File: src/inc/scanner_pkg.sv
/*
  Shared constants and carrier types for the sensor matrix scanner.
  Assumes a 16 by 8 switch matrix behind an external 4-to-16 row decoder.
*/
package scanner_pkg;

  localparam int ROWS         = 16;
  localparam int COLS         = 8;
  localparam int ROW_W        = 4;
  localparam int COL_W        = 3;
  localparam int COL_CNT_W    = 4;
  localparam int SCAN_W       = 16;

  localparam logic [ROW_W-1:0]     ROW_FIRST = 4'h0;
  localparam logic [ROW_W-1:0]     ROW_LAST  = 4'hf;
  localparam logic [COL_CNT_W-1:0] COL_IDLE  = 4'h0;
  localparam logic [COL_CNT_W-1:0] COL_PRESET = 4'h8;

  // Event byte layout: state in bit 7, row in 6..3, column in 2..0.
  localparam int EV_STATE_POS = 7;
  localparam int EV_ROW_MSB   = 6;
  localparam int EV_ROW_LSB   = 3;
  localparam int EV_COL_MSB   = 2;
  localparam int EV_COL_LSB   = 0;
  localparam int EV_W         = 8;

  // Queue occupies locations bottom..top inclusive.
  localparam int QUEUE_BOTTOM = 0;
  localparam int QUEUE_TOP    = 39;
  localparam int BUF_DEPTH    = 8;

  localparam logic [SCAN_W-1:0] SCAN_INTERVAL_RST = 16'h0000;

  typedef struct packed {
    logic             closed;
    logic [ROW_W-1:0] row;
    logic [COL_W-1:0] col;
  } event_t;

  typedef struct packed {
    logic queue_pending;
    logic output_buffer_full;
  } status_t;

endpackage

File: src/verilog/sensor_matrix_scanner.sv
/*
  Sensor matrix scanner with its event queue.
  Assumes synchronous column inputs, a host read strobe of one cycle and an
  external decoder that pulls the addressed row low.
*/
// Function
// - Handle 16 rows by 8 columns, one previous-state bit per sensor.
// - Drive a 4-bit row number to an external 4-to-16 decoder.
// - Selected row low; a low column reads closed, high reads open.
// - XOR present row with stored row; nonzero means something changed.
// - Previous-state map is 16 bytes, one byte per row.
// - After comparing a row, store its new column states in the map.
// - Each change yields one event byte offered via the output buffer.
// - Output buffer occupied: new events enter a 40-entry queue.
// - Queue is circular with write and read pointers that wrap.
// - Queue depth follows top and bottom address parameters.
// - Queue-pending flag on status and pin while queue holds events.
// - Buffer-full and queue-pending visible as status and as pins.
// - Queue not empty and buffer free moves oldest event into buffer.
// - Column counter rests at zero, used only for rows with changes.
// - Event coordinate combines row counter and column counter.
// - Reset clears counters, pointers, outputs and all status flags.
// - After reset scan whole matrix once as baseline, then detect.
// - Row without changes gets one service step, then next row.
// - Within a changed row, service after every single bit test.
// - After the last row, restart at the first row.
// - Event bit 7 carries present state, other bits the coordinate.
// - Column counter preset to 8, decremented per left shift test.
// - Loading the buffer sets full; a host read clears it.
// - Queue full and buffer occupied halts scanning until a read.
`timescale 1ns/100ps

module event_queue #(
  parameter int WIDTH = scanner_pkg::EV_W,
  parameter int DEPTH = scanner_pkg::BUF_DEPTH
)(
  // Clock, reset and enable.
  input  wire logic             clk,
  input  wire logic             rst,
  input  wire logic             ce,
  // Filling side.
  input  wire logic             in_valid,
  output logic                  in_ready,
  input  wire logic [WIDTH-1:0] in_data,
  // Draining side.
  output logic                  out_valid,
  input  wire logic             out_ready,
  output logic [WIDTH-1:0]      out_data
);
  import scanner_pkg::*;

  localparam int PW = (DEPTH > 1) ? $clog2(DEPTH) : 1;
  localparam int CW = $clog2(DEPTH + 1);

  logic [WIDTH-1:0] mem [DEPTH];
  logic [PW-1:0]    wr_reg;
  logic [PW-1:0]    wr_next;
  logic [PW-1:0]    rd_reg;
  logic [PW-1:0]    rd_next;
  logic [CW-1:0]    cnt_reg;
  logic [CW-1:0]    cnt_next;
  logic             push;
  logic             pop;

  // Both pointers step from the top location back to the bottom.
  function automatic logic [PW-1:0] ptr_step(input logic [PW-1:0] p);
    ptr_step = (p == PW'(DEPTH - 1)) ? '0 : PW'(p + 1'b1);
  endfunction

  always_comb
  begin
    in_ready  = (cnt_reg != CW'(DEPTH));
    out_valid = (cnt_reg != '0);
    out_data  = mem[rd_reg];
    push      = in_valid && in_ready;
    pop       = out_valid && out_ready;
    wr_next   = push ? ptr_step(wr_reg) : wr_reg;
    rd_next   = pop ? ptr_step(rd_reg) : rd_reg;
    cnt_next  = cnt_reg;
    if (push && !pop)
    begin
      cnt_next = CW'(cnt_reg + 1'b1);
    end
    else if (pop && !push)
    begin
      cnt_next = CW'(cnt_reg - 1'b1);
    end
  end

  always_ff @(posedge clk)
  begin
    if (rst)
    begin
      wr_reg  <= '0;
      rd_reg  <= '0;
      cnt_reg <= '0;
    end
    else if (ce)
    begin
      wr_reg  <= wr_next;
      rd_reg  <= rd_next;
      cnt_reg <= cnt_next;
    end
  end

  always_ff @(posedge clk)
  begin
    if (ce && push)
    begin
      mem[wr_reg] <= in_data;
    end
  end

endmodule

module sensor_matrix_scanner #(
  parameter int QUEUE_BOTTOM = scanner_pkg::QUEUE_BOTTOM,
  parameter int QUEUE_TOP    = scanner_pkg::QUEUE_TOP
)(
  // Clock, reset and enable.
  input  wire logic                              clk,
  input  wire logic                              rst,
  input  wire logic                              ce,
  // Matrix pins.
  output logic [scanner_pkg::ROW_W-1:0]          row_select,
  input  wire logic [scanner_pkg::COLS-1:0]      column_return_n,
  // Configuration.
  input  wire logic [scanner_pkg::SCAN_W-1:0]    scan_interval,
  // Host side.
  input  wire logic                              host_read,
  output scanner_pkg::event_t                    host_output_buffer,
  output scanner_pkg::status_t                   status,
  output logic                                   queue_pending_irq_pin,
  output logic                                   buffer_full_irq_pin
);
  import scanner_pkg::*;

  localparam int QUEUE_DEPTH = QUEUE_TOP - QUEUE_BOTTOM + 1;

  typedef enum logic [1:0] {ST_SETTLE, ST_SHIFT, ST_SERVICE} state_t;

  logic [COLS-1:0]      map_mem [ROWS];
  state_t               state_reg;
  state_t               state_next;
  logic [ROW_W-1:0]     row_index_counter_reg;
  logic [ROW_W-1:0]     row_index_counter_next;
  logic [COL_CNT_W-1:0] column_index_counter_reg;
  logic [COL_CNT_W-1:0] column_index_counter_next;
  logic [COLS-1:0]      row_difference_reg;
  logic [COLS-1:0]      row_difference_next;
  logic [COLS-1:0]      present_reg;
  logic [COLS-1:0]      present_next;
  logic [SCAN_W-1:0]    wait_reg;
  logic [SCAN_W-1:0]    wait_next;
  logic                 baseline_reg;
  logic                 baseline_next;
  event_t               buf_reg;
  event_t               buf_next;
  logic                 full_reg;
  logic                 full_next;
  logic                 pend_reg;
  logic                 map_we;
  logic [COLS-1:0]      present_now;
  logic [COLS-1:0]      diff_now;
  logic [COL_W-1:0]     col_found;
  event_t               event_byte_store;
  logic                 ev_found;
  logic                 direct_ok;
  logic                 stall;
  logic                 load_direct;
  logic                 load_queue;
  logic                 q_in_valid;
  logic                 q_in_ready;
  logic                 q_out_valid;
  logic [EV_W-1:0]      q_out_data;

  event_queue #(
    .WIDTH (EV_W),
    .DEPTH (QUEUE_DEPTH)
  ) queue_i (
    .clk       (clk),
    .rst       (rst),
    .ce        (ce),
    .in_valid  (q_in_valid),
    .in_ready  (q_in_ready),
    .in_data   (event_byte_store),
    .out_valid (q_out_valid),
    .out_ready (load_queue),
    .out_data  (q_out_data)
  );

  // Event routing and output buffer.
  always_comb
  begin
    col_found = COL_W'(column_index_counter_reg - 1'b1);
    event_byte_store.closed = present_reg[col_found];
    event_byte_store.row    = row_index_counter_reg;
    event_byte_store.col    = col_found;
    ev_found    = (state_reg == ST_SHIFT) && row_difference_reg[COLS-1];
    // The buffer is loaded directly only when nothing older waits.
    direct_ok   = !full_reg && !q_out_valid;
    load_direct = ev_found && direct_ok;
    q_in_valid  = ev_found && !direct_ok;
    stall       = ev_found && !direct_ok && !q_in_ready;
    load_queue  = !full_reg && q_out_valid;
    buf_next    = buf_reg;
    if (load_direct)
    begin
      buf_next = event_byte_store;
    end
    else if (load_queue)
    begin
      buf_next = event_t'(q_out_data);
    end
    // A load in the cycle of a read keeps the flag set.
    full_next = full_reg;
    if (load_direct || load_queue)
    begin
      full_next = 1'b1;
    end
    else if (host_read)
    begin
      full_next = 1'b0;
    end
  end

  // Scan sequencer.
  always_comb
  begin
    present_now               = ~column_return_n;
    diff_now                  = present_now ^ map_mem[row_index_counter_reg];
    state_next                = state_reg;
    row_index_counter_next    = row_index_counter_reg;
    column_index_counter_next = column_index_counter_reg;
    row_difference_next       = row_difference_reg;
    present_next              = present_reg;
    wait_next                 = wait_reg;
    baseline_next             = baseline_reg;
    map_we                    = 1'b0;
    case (state_reg)
      ST_SETTLE:
      begin
        if (wait_reg != '0)
        begin
          wait_next = SCAN_W'(wait_reg - 1'b1);
        end
        else
        begin
          present_next = present_now;
          map_we       = 1'b1;
          if (baseline_reg)
          begin
            // Baseline pass: fill the map without reporting anything.
            baseline_next = (row_index_counter_reg != ROW_LAST);
            row_index_counter_next = (row_index_counter_reg == ROW_LAST) ?
              ROW_FIRST : ROW_W'(row_index_counter_reg + 1'b1);
            wait_next = scan_interval;
          end
          else if (diff_now == '0)
          begin
            state_next = ST_SERVICE;
          end
          else
          begin
            column_index_counter_next = COL_PRESET;
            row_difference_next       = diff_now;
            state_next                = ST_SHIFT;
          end
        end
      end
      ST_SHIFT:
      begin
        if (!stall)
        begin
          row_difference_next       = row_difference_reg << 1;
          column_index_counter_next =
            COL_CNT_W'(column_index_counter_reg - 1'b1);
          state_next                = ST_SERVICE;
        end
      end
      ST_SERVICE:
      begin
        if (column_index_counter_reg != COL_IDLE)
        begin
          state_next = ST_SHIFT;
        end
        else
        begin
          row_index_counter_next = (row_index_counter_reg == ROW_LAST) ?
            ROW_FIRST : ROW_W'(row_index_counter_reg + 1'b1);
          wait_next  = scan_interval;
          state_next = ST_SETTLE;
        end
      end
      default:
      begin
        state_next = ST_SETTLE;
      end
    endcase
  end

  always_ff @(posedge clk)
  begin
    if (rst)
    begin
      state_reg                <= ST_SETTLE;
      row_index_counter_reg    <= ROW_FIRST;
      column_index_counter_reg <= COL_IDLE;
      row_difference_reg       <= '0;
      present_reg              <= '0;
      wait_reg                 <= SCAN_INTERVAL_RST;
      baseline_reg             <= 1'b1;
      buf_reg                  <= '0;
      full_reg                 <= 1'b0;
      pend_reg                 <= 1'b0;
    end
    else if (ce)
    begin
      state_reg                <= state_next;
      row_index_counter_reg    <= row_index_counter_next;
      column_index_counter_reg <= column_index_counter_next;
      row_difference_reg       <= row_difference_next;
      present_reg              <= present_next;
      wait_reg                 <= wait_next;
      baseline_reg             <= baseline_next;
      buf_reg                  <= buf_next;
      full_reg                 <= full_next;
      pend_reg                 <= q_out_valid;
    end
  end

  // The map has no reset; the baseline pass writes every row first.
  always_ff @(posedge clk)
  begin
    if (ce && map_we)
    begin
      map_mem[row_index_counter_reg] <= present_now;
    end
  end

  assign row_select                = row_index_counter_reg;
  assign host_output_buffer        = buf_reg;
  assign status.output_buffer_full = full_reg;
  assign status.queue_pending      = pend_reg;
  assign buffer_full_irq_pin       = full_reg;
  assign queue_pending_irq_pin     = pend_reg;

  // Checks.
  full_on_load_a: assert property (@(posedge clk) disable iff (rst)
    ce && (load_direct || load_queue) |=> buffer_full_irq_pin)
    else $error("buffer full flag not set by load");
  read_clears_a: assert property (@(posedge clk) disable iff (rst)
    ce && full_reg && host_read |=> !status.output_buffer_full)
    else $error("host read did not clear full flag");
  pend_track_a: assert property (@(posedge clk) disable iff (rst)
    ce |=> queue_pending_irq_pin == $past(q_out_valid))
    else $error("queue pending pin does not track queue");
  drain_queue_a: assert property (@(posedge clk) disable iff (rst)
    ce && q_out_valid && !full_reg
    |=> full_reg && host_output_buffer == $past(q_out_data))
    else $error("oldest queued event not moved to buffer");
  col_rest_a: assert property (@(posedge clk) disable iff (rst)
    state_reg == ST_SETTLE |-> column_index_counter_reg == COL_IDLE)
    else $error("column counter not at rest between rows");
  col_preset_a: assert property (@(posedge clk) disable iff (rst)
    ce && state_reg == ST_SETTLE && wait_reg == '0 && !baseline_reg
    && diff_now != '0 |=> column_index_counter_reg == COL_PRESET)
    else $error("column counter not preset to eight");
  event_coord_a: assert property (@(posedge clk) disable iff (rst)
    ce && load_direct |=> host_output_buffer.row == $past(row_select)
    && host_output_buffer.col == $past(col_found))
    else $error("event coordinate wrong");
  halt_hold_a: assert property (@(posedge clk) disable iff (rst)
    ce && stall |=> state_reg == ST_SHIFT
    && column_index_counter_reg == $past(column_index_counter_reg))
    else $error("scan advanced while queue and buffer full");
  row_wrap_a: assert property (@(posedge clk) disable iff (rst)
    ce && state_reg == ST_SERVICE && column_index_counter_reg == COL_IDLE
    && row_select == ROW_LAST |=> row_select == ROW_FIRST)
    else $error("row counter did not wrap to first row");
  base_quiet_a: assert property (@(posedge clk) disable iff (rst)
    baseline_reg |-> state_reg == ST_SETTLE && !ev_found)
    else $error("event reported during baseline pass");
  bit_service_a: assert property (@(posedge clk) disable iff (rst)
    ce && state_reg == ST_SHIFT && !stall |=> state_reg == ST_SERVICE)
    else $error("no service step after bit test");

  direct_cov: cover property (@(posedge clk) disable iff (rst)
    ce && load_direct);
  queued_cov: cover property (@(posedge clk) disable iff (rst)
    ce && q_in_valid && q_in_ready);
  stall_cov: cover property (@(posedge clk) disable iff (rst)
    ce && stall ##[1:200] ce && !stall);
  wrap_cov: cover property (@(posedge clk) disable iff (rst)
    ce && !baseline_reg && row_select == ROW_LAST ##1 row_select == ROW_FIRST);

endmodule

File: config.mk
export PLATFORM = sky130hd
export DESIGN_NAME = sensor_matrix_scanner
export DESIGN_NICKNAME = d
export VERILOG_FILES = /design/src/inc/scanner_pkg.sv /design/src/verilog/sensor_matrix_scanner.sv
export SDC_FILE = /design/constraint.sdc
export NUM_CORES = 1
export LEC_CHECK = 0
export BUFFER_PORTS_ARGS = -buffer_cell sky130_fd_sc_hd__clkbuf_2
export CAP_MARGIN = 20
export CORE_ASPECT_RATIO = 1.5
export CORE_MARGIN = 1
export CORE_UTILIZATION = 50
export DETAILED_ROUTE_END_ITERATION = 6
export MAX_ROUTING_LAYER = met4
export PLACE_DENSITY = 0.78
export RECOVER_POWER = 50
export SLEW_MARGIN = 25
export SYNTH_ARGS = -nofsm -noshare
export SYNTH_HDL_FRONTEND = slang
export SYNTH_SLANG_ARGS = --single-unit
File: constraint.sdc
create_clock -name clk -period 3.7 [get_ports clk]
set_input_delay 0.74 -clock clk [delete_from_list [all_inputs] [get_ports clk]]
set_output_delay 0.74 -clock clk [all_outputs]
set_load 0.1 [all_outputs]
==> reports/metrics.csv, run 1 <==
metric,value,unit
H-tree Lvls,2,
"Net Count, Synth",1287,
most frequent cell after synthesis,edfxtp_1,
#FFs+latches synth,529,
flip-flop count of the largest register after layout,320,
commonest cells in the netlist,"edfxtp_1, nor2_1, mux4_2",
residual DRC count,0,
GRT Resource Usage Total,23.1,%
async set-reset flop share out of synthesis,0,%
failing checks,"max-capacitance violations, max-slew violations",
CTS Buf Count,45,
Placeable Area,0.0422,mm^2
mean post-synth cell area,17.4,um^2
Setup TNS,0,ns
"Hold Violations, Final",0,
Die Wd,172,um
I/O Pins,44,
initial antenna violation count,0,
gr ovfl total,0,
wire length per cell,24.7,um
Critical Path RT,4.17,ns
Final #Nets,1385,
Post-Syn Area,0.0216,mm^2
Clock Latency Late Sink,0.58,ns
final number of setup-violating endpoints,0,
CP startpoint kind,register,
die area,0.0440,mm^2
WL final,47.9,mm
Clock transition at path regs,0.07,ns
first-pass GRT wire length,72.4,mm
CTS tree,done,
Worst VDD drop,0.691,mV
GPL Wtd Cong,0.913,
row cnt,92,
vias in the first global route,12200,
Die H,256,um
hpwl dp,31.1,mm
largest net degree at the start of global routing,52,
Port Buffer Count,43,
Synth top area share,62.3,%
Reg2Reg Depth,8,
Synth Instances,1243,
Slew HR,-62.5,%
Initial Util,51.1,%
Hold Slack,0.432,ns
R2R Setup Slk,0.35,ns
Reg-to-Reg End,column_index_counter_reg[2]$_SDFFE_PP0P_,
LEAKAGE,7.25,nW
post-synth top area cell,edfxtp_1,
DR vias/cell,6.05,
outcome,"finished, violations left",
RSZ-0062 raised after global routing,no,
post-cts sizing count,0,
Max Fclk,298,MHz
total number of yosys warnings,0,
Final ANT Viol Nets,0,
setup bufs post-CTS,0,
Setup Skew,0.0397,ns
Final Max Tran Viols,228,
"EDFF count, synth",448,
CP arrival,3.83,ns
Final min period,3.35,ns
hold_buf cts,0,
largest cells by area after synthesis,"edfxtp_1, mux4_2, dfxtp_1, nor2_1, mux2i_1",
"Seq/Total Area, Yosys",69.8,%
period utilization,90.7,%
Final Total Pwr,0.0151,W
PwrDens,619,mW/mm^2
critical path peak fanout,13,
vias after detailed routing,11700,
maxcap violations,5,
Worst-Margin Slew,2.44,ns
drt first pass iters,5,
Worst setup endpoint,column_index_counter_reg[2]$_SDFFE_PP0P_,
Synth cell types,63,
layout overhead on the synthesized area,12.7,%
DR iter-0 viols,886,
Crit. End Element,register,
fraction of layout cells with a size suffix above 1,22.7,%
Clock Tree Root,clkbuf_16,
deepest clock path buffer count,3,
"Top FF cell, synth",edfxtp_1,
ANT cells,0,
hold crit path type,in2reg,
CTS sink count,529,
critical path class,reg2reg,
metrics by stage:
step | cells | cell area [um^2] | utilization [%] | setup slack [ns]
floorplan | 1243 | 21600 | - | 0.0130
global placement | 1858 | 22800 | 54.0 | 0.536
detailed placement | 1858 | 22800 | 54.0 | 0.397
CTS | 1942 | 24400 | 57.7 | 0.373
global route | 1942 | 24300 | 57.6 | 0.0888
finish | 1942 | 24300 | 57.6 | 0.345
worst min path at each step:
stage | startpoint | to | cells past startpoint
after CTS | scan_interval[0] | wait_reg[0]$_SDFFE_PP0P_ | 3
after global placement | row_difference_reg[7]$_SDFFE_PP0P_ | row_difference_reg[7]$_SDFFE_PP0P_ | 2
after floorplan | row_difference_reg[7]$_SDFFE_PP0P_ | row_difference_reg[7]$_SDFFE_PP0P_ | 2
after global routing | scan_interval[0] | wait_reg[0]$_SDFFE_PP0P_ | 3
after detailed placement | row_difference_reg[7]$_SDFFE_PP0P_ | row_difference_reg[7]$_SDFFE_PP0P_ | 2
final | scan_interval[0] | wait_reg[0]$_SDFFE_PP0P_ | 3
layer usage:
layer	up-vias	part of all wire [%]	global-route usage, %
met5	-	0	-
met4	0	4.6	9.90
met3	138	4.9	2.65
met2	465	55	41.2
met1	6024	35	25.9
li1	5114	-	-
worst max-delay path, cell delays in order (launching register included):
cell,delay (ns)
dfxtp_2,0.63
buf_4,0.34
mux4_1,0.59
mux2i_1,0.15
mux2i_1,0.10
xnor2_1,0.20
nor4b_4,0.48
nand3_2,0.37
a311oi_2,0.36
final cells by class:
type,instances,area (um^2)
fill,3095,17900
sequential,529,15100
clock buffer,54,1200
timing repair buffer,123,797
tap,564,706
clock inverter,30,372
inverter,32,120
multi-input combinational,610,6050
power breakdown:
part	leakage, nW	switching [W]	total (W)	internal, W
Sequential	4.41	0.000300	0.00703	0.00673
Clock	0.762	0.00216	0.00500	0.00284
Combinational	2.07	0.00188	0.00303	0.00116
placed cells by master, fill, tap and decap left out, types with 8 or more instances in the layout:
| cell type | n |
|---|---|
| nand2_1 | 50 |
| nor2_1 | 121 |
| a211oi_1 | 27 |
| clkbuf_16 | 46 |
| mux2_2 | 8 |
| buf_4 | 65 |
| clkbuf_1 | 39 |
| o21ai_0 | 33 |
| dfxtp_1 | 78 |
| mux4_2 | 120 |
| mux4_1 | 11 |
| edfxtp_1 | 448 |
| nor3_1 | 21 |
| a21oi_1 | 34 |
| xnor2_1 | 12 |
| ha_1 | 15 |
| mux2i_1 | 34 |
| clkbuf_2 | 21 |
| o21ai_1 | 8 |
| nand3_1 | 15 |
| inv_1 | 32 |
cell families after synthesis:
logic type	after synthesis	synth area share (%)
AOI/OAI and AO/OA	146	4.65
and+or+nand+nor	252	5.35
adders and majority gates	16	0.962
xor gates and xnor gates	22	0.962
buffers and inverters	104	2.32
muxes	174	15.9
DFF	529	69.8
No activity file was read; power rests on OpenSTA's default activity.
==> run 2: changes to the inputs <==
CELL_PAD_IN_SITES_DETAIL_PLACEMENT = 1   (was default)
CELL_PAD_IN_SITES_GLOBAL_PLACEMENT = 2   (was default)
CORE_UTILIZATION = 43   (was 50)
PLACE_DENSITY = 0.85   (was 0.78)
==> run 2 against run 1 <==
  * The run still ends with max-capacitance violations, max-slew violations left
  * Clock-buffer cell count grew 4
  * Non-clock buffer count rose by 10
  * Maximum frequency fell by 2.3%
  * Largest cell class unchanged
  * Final area is 0.56% higher
  * Critical path depth fell by 4
  * Global-route usage is 1.2 points lower
  * Sequential power grew 0.6%
==> reports/metrics.csv, run 2 (synthesis results as in run 1) <==
metric,value,unit
register area,0.0151,mm^2
residual DRC count,0,
Setup Skew,0.0206,ns
Top Family by Delay on Critical Path,buffers and inverters,
period utilization,92.8,%
Setup TNS,0,ns
H-tree Lvls,2,
post-cts sizing count,0,
Critical Path RT,4.11,ns
die area,0.0511,mm^2
Psw,0.00434,W
ANT cells,0,
Placeable Area,0.0495,mm^2
CTS tree,done,
Worst VDD drop,0.447,mV
CTS Buf Count,46,
Levels on crit path,4,
GRT Resource Usage Total,22.0,%
Port Buffer Count,43,
Crit. End Element,register,
fraction of layout cells with a size suffix above 1,22.6,%
row cnt,100,
hpwl dp,36.1,mm
Clock Tree Root,clkbuf_16,
CP max stage cell,clkbuf_1,
GPL Wtd Cong,0.832,
CTS sink count,529,
gr ovfl total,0,
LEAKAGE,7.27,nW
critical path class,reg2reg,
Die Wd,185,um
Reg2Reg Depth,4,
largest net degree at the start of global routing,52,
Worst-Margin Slew,2.42,ns
vias in the first global route,12800,
DR iter-0 viols,973,
drt first pass iters,5,
Die H,276,um
Final min period,3.43,ns
RSZ-0062 raised after global routing,no,
WL final,52.6,mm
final core utilization,49.4,%
CP peak stage delay,1.75,ns
hold crit path type,in2reg,
Seq pwr share,46.9,%
"Critical Path, Cell by Cell",clkbuf_1 > nand2_1 > or4_1 > a21oi_1,
failing checks,"max-capacitance violations, max-slew violations",
Logic pwr share,20.1,%
initial antenna violation count,0,
first-pass GRT wire length,80.2,mm
Clock transition at path regs,0.07,ns
switching share of power,28.7,%
Max Fclk,291,MHz
I/O Pins,44,
Final ANT Viol Nets,0,
fillers,4736,
R2R Path Start,row_select[2]$_SDFFE_PP0P_,
critical path buffer and inverter count,1,
Final Max Tran Viols,262,
DR vias/cell,5.65,
Placed Area,0.0230,mm^2
"commonest non-fill, non-tap cell in the layout",edfxtp_1,
deepest clock path buffer count,3,
clock power share,33.0,%
wire length per cell,25.6,um
most frequent cells in the layout,"edfxtp_1, nor2_1, mux4_2",
maxcap violations,6,
Clock Latency Late Sink,0.58,ns
post-route cell area,0.0245,mm^2
CP startpoint kind,register,
design internal power,0.0107,W
hold wc startpoint,scan_interval[0],
layout overhead on the synthesized area,13.3,%
Final #Nets,1396,
vias after detailed routing,11600,
PwrDens,617,mW/mm^2
Slew HR,-61.6,%
setup bufs post-CTS,0,
"Hold Violations, Final",0,
outcome,"finished, violations left",
Initial Util,43.6,%
CP arrival,3.85,ns
Min-Delay Path Depth,3,
flip-flop count of the largest register after layout,320,
critical path peak fanout,51,
critical path startpoint,row_select[2]$_SDFFE_PP0P_,
hold_buf cts,0,
Final Total Pwr,0.0151,W
area of the multi-input gates,0.00605,mm^2
final number of setup-violating endpoints,0,
## run 2: cell type report
cell class | instances | share of cell area (%)
Clock buffer | 58 | 4.98
Clock inverter | 28 | 1.32
Inverter | 32 | 0.491
Multi-Input combinational cell | 610 | 24.7
Sequential cell | 529 | 61.7
Tap cell | 663 | 3.39
Timing Repair Buffer | 133 | 3.43
## run 2: metal layers
| layer | track usage, % | routed length (um) |
|---|---|---|
| met5 | - | 0 |
| met4 | 7.48 | 1660 |
| met3 | 2.32 | 1620 |
| met2 | 40.8 | 30000 |
| met1 | 23.9 | 19300 |
## run 2: power groups by stage
| stage | Combinational (W) | Clock (W) | Sequential (W) |
|---|---|---|---|
| floorplan | 0.00214 | 0 | 0.00732 |
| global placement | 0.00297 | 0 | 0.00719 |
| detailed placement | 0.00308 | 0 | 0.00721 |
| CTS | 0.00311 | 0.00507 | 0.00708 |
| global route | 0.00332 | 0.00525 | 0.00712 |
| finish | 0.00303 | 0.00498 | 0.00707 |
## run 2: stage by stage
step	instances	hold slack, ns	setup slack [ns]
floorplan	1243	0.443	0.0130
global placement	1967	0.462	0.568
detailed placement	1967	0.477	0.420
CTS	2053	0.390	0.282
global route	2053	0.446	0.142
finish	2053	0.437	0.267
## run 2: path summary, 6_finish.rpt
| check | endpoint | slack [ns] |
|---|---|---|
| setup / recovery | row_select[3]$_SDFFE_PP0P_ | 0.27 |
| hold / removal | wait_reg[0]$_SDFFE_PP0P_ | 0.44 |
| setup reg to reg | row_select[3]$_SDFFE_PP0P_ | 0.27 |
| hold reg to reg | row_difference_reg[4]$_SDFFE_PP0P_ | 0.49 |
## run 2: worst min-delay path, delay by kind of cell
kind / cells / cell delay [ns]
buf+inv: 1 / 0.09
simple gates: 1 / 0.06
compound gates: 1 / 0.06
